### config.mk
export PLATFORM = sky130hd
export DESIGN_NAME = bmu_bit_unit
export DESIGN_NICKNAME = d
export VERILOG_FILES = /design/src/bmu_pkg.sv /design/src/bmu_bit_modify.sv /design/src/bmu_bit_unit.sv /design/src/bmu_flag_logic.sv
export SDC_FILE = /design/constraint.sdc
export NUM_CORES = 1
export LEC_CHECK = 0
export BUFFER_PORTS_ARGS = -buffer_cell sky130_fd_sc_hd__buf_2
export CAP_MARGIN = 20
export CORE_ASPECT_RATIO = 1.5
export CORE_MARGIN = 3
export CORE_UTILIZATION = 27
export CTS_BUF_LIST = sky130_fd_sc_hd__clkbuf_4
export DETAILED_ROUTE_END_ITERATION = 6
export MAX_ROUTING_LAYER = met4
export RECOVER_POWER = 50
export SKIP_LAST_GASP = 1
export SLEW_MARGIN = 25
export SYNTH_ARGS = -nofsm -noshare
export SYNTH_HDL_FRONTEND = slang
export SYNTH_HIERARCHICAL = 1
export SYNTH_SLANG_ARGS = --single-unit
### constraint.sdc
create_clock -name i_clk -period 8.2 [get_ports i_clk]
set_input_delay 0.82 -clock i_clk [delete_from_list [all_inputs] [get_ports i_clk]]
set_output_delay 0.82 -clock i_clk [all_outputs]
set_load 0.1 [all_outputs]
### src/bmu_pkg.sv
package bmu_pkg;

    ////////////////////////////////////////////////////////////////////////////
    // widths
    localparam int BMU_BYTE_W = 8;
    localparam int BMU_IDX_W  = 3;
    localparam int BMU_ADDR_W = 16;

    ////////////////////////////////////////////////////////////////////////////
    // reset values
    localparam logic [BMU_BYTE_W-1:0] BMU_DATA_RST = 8'h00;
    localparam logic [BMU_ADDR_W-1:0] BMU_ADDR_RST = 16'h0000;
    localparam logic                  BMU_FLAG_RST = 1'h0;

    ////////////////////////////////////////////////////////////////////////////
    // operations
    typedef enum logic [3:0]
    {
        bit_force_one_op     = 4'h0,
        bit_force_zero_op    = 4'h1,
        bit_invert_op        = 4'h2,
        bit_probe_op         = 4'h3,
        carry_and_bit_op     = 4'h4,
        carry_and_inv_bit_op = 4'h5,
        carry_or_bit_op      = 4'h6,
        carry_or_inv_bit_op  = 4'h7,
        carry_xor_bit_op     = 4'h8,
        carry_xor_inv_bit_op = 4'h9
    } bmu_op_t;

    ////////////////////////////////////////////////////////////////////////////
    // request and result carriers
    typedef struct packed
    {
        bmu_op_t               op;
        logic                  mem_sel;
        logic                  idx_from_reg;
        logic [BMU_IDX_W-1:0]  imm_idx;
        logic [BMU_BYTE_W-1:0] idx_reg;
        logic [BMU_BYTE_W-1:0] reg_data;
        logic [BMU_ADDR_W-1:0] addr;
        logic                  c;
        logic                  z;
    } bmu_req_t;

    typedef struct packed
    {
        logic [BMU_BYTE_W-1:0] data;
        logic                  reg_we;
        logic                  mem_wr;
        logic                  c;
        logic                  c_we;
        logic                  z;
        logic                  z_we;
        logic                  illegal;
    } bmu_res_t;

endpackage
### src/bmu_bit_modify.sv
`timescale 1ns/1ps

module bmu_bit_modify
(
    input  wire bmu_pkg::bmu_op_t                  i_op,
    input  wire logic [bmu_pkg::BMU_BYTE_W-1:0]    i_data,
    input  wire logic [bmu_pkg::BMU_IDX_W-1:0]     i_idx,
    output logic      [bmu_pkg::BMU_BYTE_W-1:0]    o_data,
    output logic                                   o_bit,
    output logic                                   o_modifies
);

    logic [bmu_pkg::BMU_BYTE_W-1:0] mask;

    always_comb
    begin
        mask       = bmu_pkg::BMU_BYTE_W'(1) << i_idx;
        o_bit      = i_data[i_idx];
        o_data     = i_data;
        o_modifies = 1'b0;
        case (i_op)
            bmu_pkg::bit_force_one_op:
            begin
                o_data     = i_data | mask;   // [RULE1]
                o_modifies = 1'b1;
            end
            bmu_pkg::bit_force_zero_op:
            begin
                o_data     = i_data & ~mask;  // [RULE2]
                o_modifies = 1'b1;
            end
            bmu_pkg::bit_invert_op:
            begin
                o_data     = i_data ^ mask;   // [RULE3]
                o_modifies = 1'b1;
            end
            default:
            begin
                o_data     = i_data;
                o_modifies = 1'b0;
            end
        endcase
    end

endmodule

### src/bmu_bit_unit.sv
`timescale 1ns/1ps

//Contract
//RULE1: Setting forces the chosen bit of the byte operand to one and keeps the other seven bits.
//RULE2: Clearing forces the chosen bit of the byte operand to zero and keeps the other bits.
//RULE3: Inverting replaces the chosen bit of the byte operand with its complement and keeps the other bits.
//RULE4: Probing loads the zero flag with the complement of the chosen bit and leaves the operand alone.
//RULE5: Set, clear, invert and probe take the bit index from a 3-bit immediate or the low three bits of a register.
//RULE6: Carry-and writes carry with carry AND the chosen bit.
//RULE7: Carry-and-inverted writes carry with carry AND the complement of the chosen bit.
//RULE8: Carry-or writes carry with carry OR the chosen bit.
//RULE9: Carry-or-inverted writes carry with carry OR the complement of the chosen bit.
//RULE10: Carry-xor writes carry with carry XOR the chosen bit.
//RULE11: Carry-xor-inverted writes carry with carry XOR the complement of the chosen bit.
//RULE12: The carry-combining operations take their bit index only from the 3-bit immediate, never a register.
//RULE13: A memory operand of set, clear or invert is read, changed in the chosen bit only, and written back whole.
//RULE14: Each operation changes no condition flag besides the one it is defined to update.
module bmu_bit_unit
(
    input  wire logic                               i_clk,
    input  wire logic                               i_sys_rst,
    input  wire logic                               i_req_valid,
    input  wire bmu_pkg::bmu_req_t                  i_req,
    output logic                                    o_req_ready,
    output logic                                    o_done,
    output bmu_pkg::bmu_res_t                       o_res,
    output logic                                    o_mem_req,
    output logic                                    o_mem_we,
    output logic      [bmu_pkg::BMU_ADDR_W-1:0]     o_mem_addr,
    output logic      [bmu_pkg::BMU_BYTE_W-1:0]     o_mem_wdata,
    input  wire logic                               i_mem_ack,
    input  wire logic [bmu_pkg::BMU_BYTE_W-1:0]     i_mem_rdata
);

    ////////////////////////////////////////////////////////////////////////////
    // types and helpers

    typedef enum logic [1:0]
    {
        ST_IDLE  = 2'b00,
        ST_READ  = 2'b01,
        ST_WRITE = 2'b10
    } bmu_state_t;

    // bit index from immediate or low bits of the index register
    function automatic logic [bmu_pkg::BMU_IDX_W-1:0] sel_index(input bmu_pkg::bmu_req_t req);
        if (req.idx_from_reg)
        begin
            sel_index = req.idx_reg[bmu_pkg::BMU_IDX_W-1:0];  // [RULE5]
        end
        else
        begin
            sel_index = req.imm_idx;                          // [RULE5] [RULE12]
        end
    endfunction

    ////////////////////////////////////////////////////////////////////////////
    // state

    bmu_state_t                        state_reg;
    bmu_state_t                        state_next;
    bmu_pkg::bmu_req_t                 req_reg;
    bmu_pkg::bmu_req_t                 req_next;
    bmu_pkg::bmu_res_t                 res_reg;
    bmu_pkg::bmu_res_t                 res_next;
    logic                              done_reg;
    logic                              done_next;
    logic                              mem_req_reg;
    logic                              mem_req_next;
    logic                              mem_we_reg;
    logic                              mem_we_next;
    logic [bmu_pkg::BMU_ADDR_W-1:0]    mem_addr_reg;
    logic [bmu_pkg::BMU_ADDR_W-1:0]    mem_addr_next;
    logic [bmu_pkg::BMU_BYTE_W-1:0]    mem_wdata_reg;
    logic [bmu_pkg::BMU_BYTE_W-1:0]    mem_wdata_next;

    ////////////////////////////////////////////////////////////////////////////
    // operand selection and compute

    bmu_pkg::bmu_req_t                 cur_req;
    logic [bmu_pkg::BMU_BYTE_W-1:0]    cur_byte;
    logic [bmu_pkg::BMU_IDX_W-1:0]     cur_idx;
    logic [bmu_pkg::BMU_BYTE_W-1:0]    new_byte;
    logic                              sel_bit;
    logic                              modifies;
    logic                              flag_c;
    logic                              flag_c_we;
    logic                              flag_z;
    logic                              flag_z_we;
    logic                              carry_op;
    logic                              bad_index;
    bmu_pkg::bmu_res_t                 calc_res;

    always_comb
    begin
        // idle works on the incoming request, read phase on the latched one
        cur_req  = (state_reg == ST_IDLE) ? i_req : req_reg;
        cur_byte = (state_reg == ST_READ) ? i_mem_rdata : cur_req.reg_data;
        cur_idx  = sel_index(cur_req);
    end

    bmu_bit_modify u_modify
    (
        .i_op       (cur_req.op),
        .i_data     (cur_byte),
        .i_idx      (cur_idx),
        .o_data     (new_byte),
        .o_bit      (sel_bit),
        .o_modifies (modifies)
    );

    bmu_flag_logic u_flags
    (
        .i_op       (cur_req.op),
        .i_bit      (sel_bit),
        .i_c        (cur_req.c),
        .i_z        (cur_req.z),
        .o_c        (flag_c),
        .o_c_we     (flag_c_we),
        .o_z        (flag_z),
        .o_z_we     (flag_z_we),
        .o_carry_op (carry_op)
    );

    always_comb
    begin
        // carry ops with a register-sourced index are refused
        bad_index        = carry_op & cur_req.idx_from_reg;        // [RULE12]
        calc_res         = '0;
        calc_res.data    = modifies ? new_byte : cur_byte;         // [RULE4]
        calc_res.reg_we  = modifies & ~cur_req.mem_sel & ~bad_index;
        calc_res.mem_wr  = modifies & cur_req.mem_sel & ~bad_index;
        calc_res.c       = bad_index ? cur_req.c : flag_c;         // [RULE14]
        calc_res.c_we    = flag_c_we & ~bad_index;
        calc_res.z       = flag_z;
        calc_res.z_we    = flag_z_we;
        calc_res.illegal = bad_index;
    end

    ////////////////////////////////////////////////////////////////////////////
    // sequencer

    always_comb
    begin
        state_next     = state_reg;
        req_next       = req_reg;
        res_next       = res_reg;
        done_next      = 1'b0;
        mem_req_next   = mem_req_reg;
        mem_we_next    = mem_we_reg;
        mem_addr_next  = mem_addr_reg;
        mem_wdata_next = mem_wdata_reg;
        case (state_reg)
            ST_IDLE:
            begin
                if (i_req_valid)
                begin
                    req_next = i_req;
                    if (i_req.mem_sel && !bad_index)
                    begin
                        // memory byte: fetch first
                        mem_req_next  = 1'b1;
                        mem_we_next   = 1'b0;
                        mem_addr_next = i_req.addr;
                        state_next    = ST_READ;
                    end
                    else
                    begin
                        res_next  = calc_res;
                        done_next = 1'b1;
                    end
                end
            end
            ST_READ:
            begin
                if (i_mem_ack)
                begin
                    res_next = calc_res;
                    if (modifies)
                    begin
                        // write the whole byte back
                        mem_we_next    = 1'b1;                    // [RULE13]
                        mem_wdata_next = new_byte;                // [RULE13]
                        state_next     = ST_WRITE;
                    end
                    else
                    begin
                        // probe and carry ops leave memory untouched
                        mem_req_next = 1'b0;                      // [RULE4]
                        done_next    = 1'b1;
                        state_next   = ST_IDLE;
                    end
                end
            end
            ST_WRITE:
            begin
                if (i_mem_ack)
                begin
                    mem_req_next = 1'b0;
                    mem_we_next  = 1'b0;
                    done_next    = 1'b1;                          // [RULE13]
                    state_next   = ST_IDLE;
                end
            end
            default:
            begin
                state_next   = ST_IDLE;
                mem_req_next = 1'b0;
                mem_we_next  = 1'b0;
            end
        endcase
    end

    always_ff @(posedge i_clk or posedge i_sys_rst)
    begin
        if (i_sys_rst)
        begin
            state_reg     <= ST_IDLE;
            req_reg       <= '0;
            res_reg       <= '0;
            done_reg      <= 1'b0;
            mem_req_reg   <= 1'b0;
            mem_we_reg    <= 1'b0;
            mem_addr_reg  <= bmu_pkg::BMU_ADDR_RST;
            mem_wdata_reg <= bmu_pkg::BMU_DATA_RST;
        end
        else
        begin
            state_reg     <= state_next;
            req_reg       <= req_next;
            res_reg       <= res_next;
            done_reg      <= done_next;
            mem_req_reg   <= mem_req_next;
            mem_we_reg    <= mem_we_next;
            mem_addr_reg  <= mem_addr_next;
            mem_wdata_reg <= mem_wdata_next;
        end
    end

    ////////////////////////////////////////////////////////////////////////////
    // outputs

    assign o_req_ready = (state_reg == ST_IDLE);
    assign o_done      = done_reg;
    assign o_res       = res_reg;
    assign o_mem_req   = mem_req_reg;
    assign o_mem_we    = mem_we_reg;
    assign o_mem_addr  = mem_addr_reg;
    assign o_mem_wdata = mem_wdata_reg;

endmodule

### src/bmu_flag_logic.sv
`timescale 1ns/1ps

module bmu_flag_logic
(
    input  wire bmu_pkg::bmu_op_t i_op,
    input  wire logic             i_bit,
    input  wire logic             i_c,
    input  wire logic             i_z,
    output logic                  o_c,
    output logic                  o_c_we,
    output logic                  o_z,
    output logic                  o_z_we,
    output logic                  o_carry_op
);

    always_comb
    begin
        // flags not named by the operation pass through untouched
        o_c        = i_c;                   // [RULE14]
        o_z        = i_z;                   // [RULE14]
        o_c_we     = 1'b0;
        o_z_we     = 1'b0;
        o_carry_op = 1'b0;
        case (i_op)
            bmu_pkg::bit_probe_op:
            begin
                o_z    = ~i_bit;            // [RULE4]
                o_z_we = 1'b1;
            end
            bmu_pkg::carry_and_bit_op:
            begin
                o_c        = i_c & i_bit;   // [RULE6]
                o_c_we     = 1'b1;
                o_carry_op = 1'b1;
            end
            bmu_pkg::carry_and_inv_bit_op:
            begin
                o_c        = i_c & ~i_bit;  // [RULE7]
                o_c_we     = 1'b1;
                o_carry_op = 1'b1;
            end
            bmu_pkg::carry_or_bit_op:
            begin
                o_c        = i_c | i_bit;   // [RULE8]
                o_c_we     = 1'b1;
                o_carry_op = 1'b1;
            end
            bmu_pkg::carry_or_inv_bit_op:
            begin
                o_c        = i_c | ~i_bit;  // [RULE9]
                o_c_we     = 1'b1;
                o_carry_op = 1'b1;
            end
            bmu_pkg::carry_xor_bit_op:
            begin
                o_c        = i_c ^ i_bit;   // [RULE10]
                o_c_we     = 1'b1;
                o_carry_op = 1'b1;
            end
            bmu_pkg::carry_xor_inv_bit_op:
            begin
                o_c        = i_c ^ ~i_bit;  // [RULE11]
                o_c_we     = 1'b1;
                o_carry_op = 1'b1;
            end
            default:
            begin
                o_c_we     = 1'b0;
                o_z_we     = 1'b0;
            end
        endcase
    end

endmodule

==> impl_metrics.yaml <==
outcome:
  status: "complete, but fails checks"
  violations: "max-capacitance violations, max-slew violations"
cts:
  clk_root_buffer_cell: "clkbuf_4"
  cts_resized: 0
  hold_buffers: 0
  path_clk_slew_ns: 0.12
  cts.sinks: 66
  numCtsBuffers: 9
  htreeDepth: 3
  tritoncts: "done"
  clk_path_buf_depth: 2
  clk_latency_ns: 0.42
  cts_setup_buffers: 0
setup_path:
  crit_chain: "nor2_1, buf_4, a211oi_1, a21oi_1, mux2_2, o221ai_1, a22oi_1, xnor2_1, nor4b_1, a2111oi_2, nor2_1, o31ai_1"
  endpoint_kind: "flip-flop"
  regToRegSetupSlack_ns: 4.29
  crit_required_ns: 8.52
  cp_common_cell: "nor2_1"
  arrival_ns: 4.24
  timing.rr.start: "state_reg[0]"
  critPathLaunchType: "flip-flop"
  path_class: "reg -> reg"
  rr_endpoint: "o_res[4]"
  rr_worst_depth: 12
  cp_max_fo: 18
  critPathSlowestCell: "a21oi_1"
  slowest_delay_ns: 0.72
detailed_routing:
  drt-total-wl_um: 9490
  drtIter0Drc: 116
  drt_first_pass_iters: 4
  antenna_left: 0
  routedWlPerCell_um: 15.76
  num_vias: 2897
  route.detailed.drc: 0
  viasPerCell: 4.812
cells_and_area:
  drive_gt1_frac: 0.3964
  fin_nets: 505
  area_growth_pct: 19.29
  postLayoutCellArea_um2: 4549
  largest_register_ffs: 22
synthesis:
  async_flop_share: 1.000
  synth_edf_count: 0
  synth_top_area_cell: "dfrtp_1"
  synth_flop_cell: "dfrtp_1"
  synth_fp_nets: 422
  ys_seq_area_frac: 0.4331
  syn_inst: 351
  syn_area_um2: 3814
  synth_seq_cells: 66
  syn_area_per_cell_um2: 10.87
  synthTopCellsByCount: "dfrtp_1, mux2_2, nand2_1"
  yosysWarnings: 6
  synth.most_common_cell: "dfrtp_1"
  synth_top_area_frac: 0.4331
  synthTopCellsByArea: "dfrtp_1, mux2_2, mux2i_1, ha_1, nand2_1"
  ys_types: 48
sta:
  finalCriticalPeriod_ns: 3.915
  fin_crit_sh: 0.4774
  tns_ns: 0
  setup_viol: 0
  grt_setup_unrepaired: "false"
  timing.fmax_mhz: 255.4
  finalHoldViolations: 0
  max_slew_margin: -1.334
  fin_hold_ws_ns: 0.4720
  finalClockSkew_ns: 0.01961
  worst_slew_pin_slew_ns: 3.502
  slew_viol_final: 94
global_routing:
  antenna_found_initial: 0
  grt_max_degree: 67
  track_usage: 0.1262
  grt_pass1_wl_um: 14860
  grt_pass1_vias: 2882
  overflow: 0
die:
  start_util: 0.2791
  die_w_um: 103.0
  core_area_um2: 13660
  die_h_um: 151.6
  boundaryPins: 98
  die_area_um2: 15620
  rows: 52
flow_run:
  maxCapViolations: 2
placed_design:
  postPlaceCellArea_um2: 4383
  numPortBuffers: 92
  gp_congestion: 0.7659
  hpwl_um: 6910
min_path:
  hp-class: "reg -> reg"
  min_from: "o_res[3]"
  min_path_cells: 2
  holdPathEnd: "o_res[3]"
[stage by stage]
step | setup slack (ns) | utilization | std cells
after floorplan | 4.715 | - | 351
after detailed placement | 4.176 | 0.3208 | 585
after global routing | 3.722 | 0.3328 | 601
after CTS | 4.188 | 0.3325 | 601
final | 4.285 | 0.3330 | 602
after global placement | 4.299 | 0.3208 | 585
[cell usage in the layout, fill, tap and decap left out, types with 2 or more instances in the layout]
cell type,netlist,final
a211oi_1,3,3
a21oi_1,17,16
and3b_1,2,2
buf_2,12,92
bufinv_16,0,2
clkbuf_1,8,2
clkbuf_4,0,9
clkinv_1,0,2
dfrtp_1,66,66
ha_1,16,16
inv_1,11,11
mux2_2,47,47
mux2_4,7,7
mux2i_1,22,22
nand2_1,38,38
nand2b_1,7,7
nand3_1,5,5
nand3b_1,3,3
nor2_1,13,13
nor2b_1,4,4
nor3_1,2,2
o211ai_1,3,3
o211ai_2,5,5
o21ai_0,16,16
o21ai_1,7,7
o22a_1,8,8
or2_1,3,3
or3b_1,2,2
[critical path, delay by kind of cell (launching register included)]
kind                   cells  cell delay, ns
buffers and inverters      1            0.27
AND/OR/NAND/NOR            3            0.38
flip-flops                 1            0.68
AO/OA/AOI/OAI              6            1.77
multiplexers               1            0.42
XOR/XNOR                   1            0.29
[cell type report]
class	count	area, um^2
multi-input combinational	251	2016
tap	162	202.7
inverter	11	41.29
clock buffer	9	67.56
timing repair buffer	95	475.5
fill	1425	9114
sequential	66	1652
antenna	1	2.502
clock inverter	7	92.59
[layer usage]
metal  up-vias  GRT usage  wire [um]
met5         -          -          0
met2        47     0.2153       5072
li1       1413          -          -
met3        10    0.02657        284
met4         0    0.04342        168
met1      1427     0.1457       3964
[worst max-delay path by stage]
stage | startpoint | to | slack, ns | cells after the start
after floorplan | state_reg[0] | o_res[4] | 4.72 | 14
after global placement | state_reg[0] | o_mem_wdata[0] | 4.30 | 7
after detailed placement | state_reg[0] | o_mem_wdata[7] | 4.18 | 7
after CTS | state_reg[0] | o_mem_wdata[7] | 4.19 | 7
after global routing | i_sys_rst | o_res[2] | 3.72 | 3
final | state_reg[0] | o_res[4] | 4.29 | 12
[kinds of logic (layout without fill, tap and decap cells)]
logic type,count (synthesis),after routing,share of synthesized area
AO/OA/AOI/OAI,73,73,0.1316
XOR/XNOR,1,1,0.002297
adder cells (fa/ha/maj),16,16,0.05249
buffers and inverters,34,122,0.04134
flip-flops,66,66,0.4331
multiplexers,76,76,0.2241
other,0,1,0
AND/OR/NAND/NOR,85,85,0.1152
Power is not shown: default switching activity piles up to over one toggle a cycle in this logic, so the estimate is an artifact.
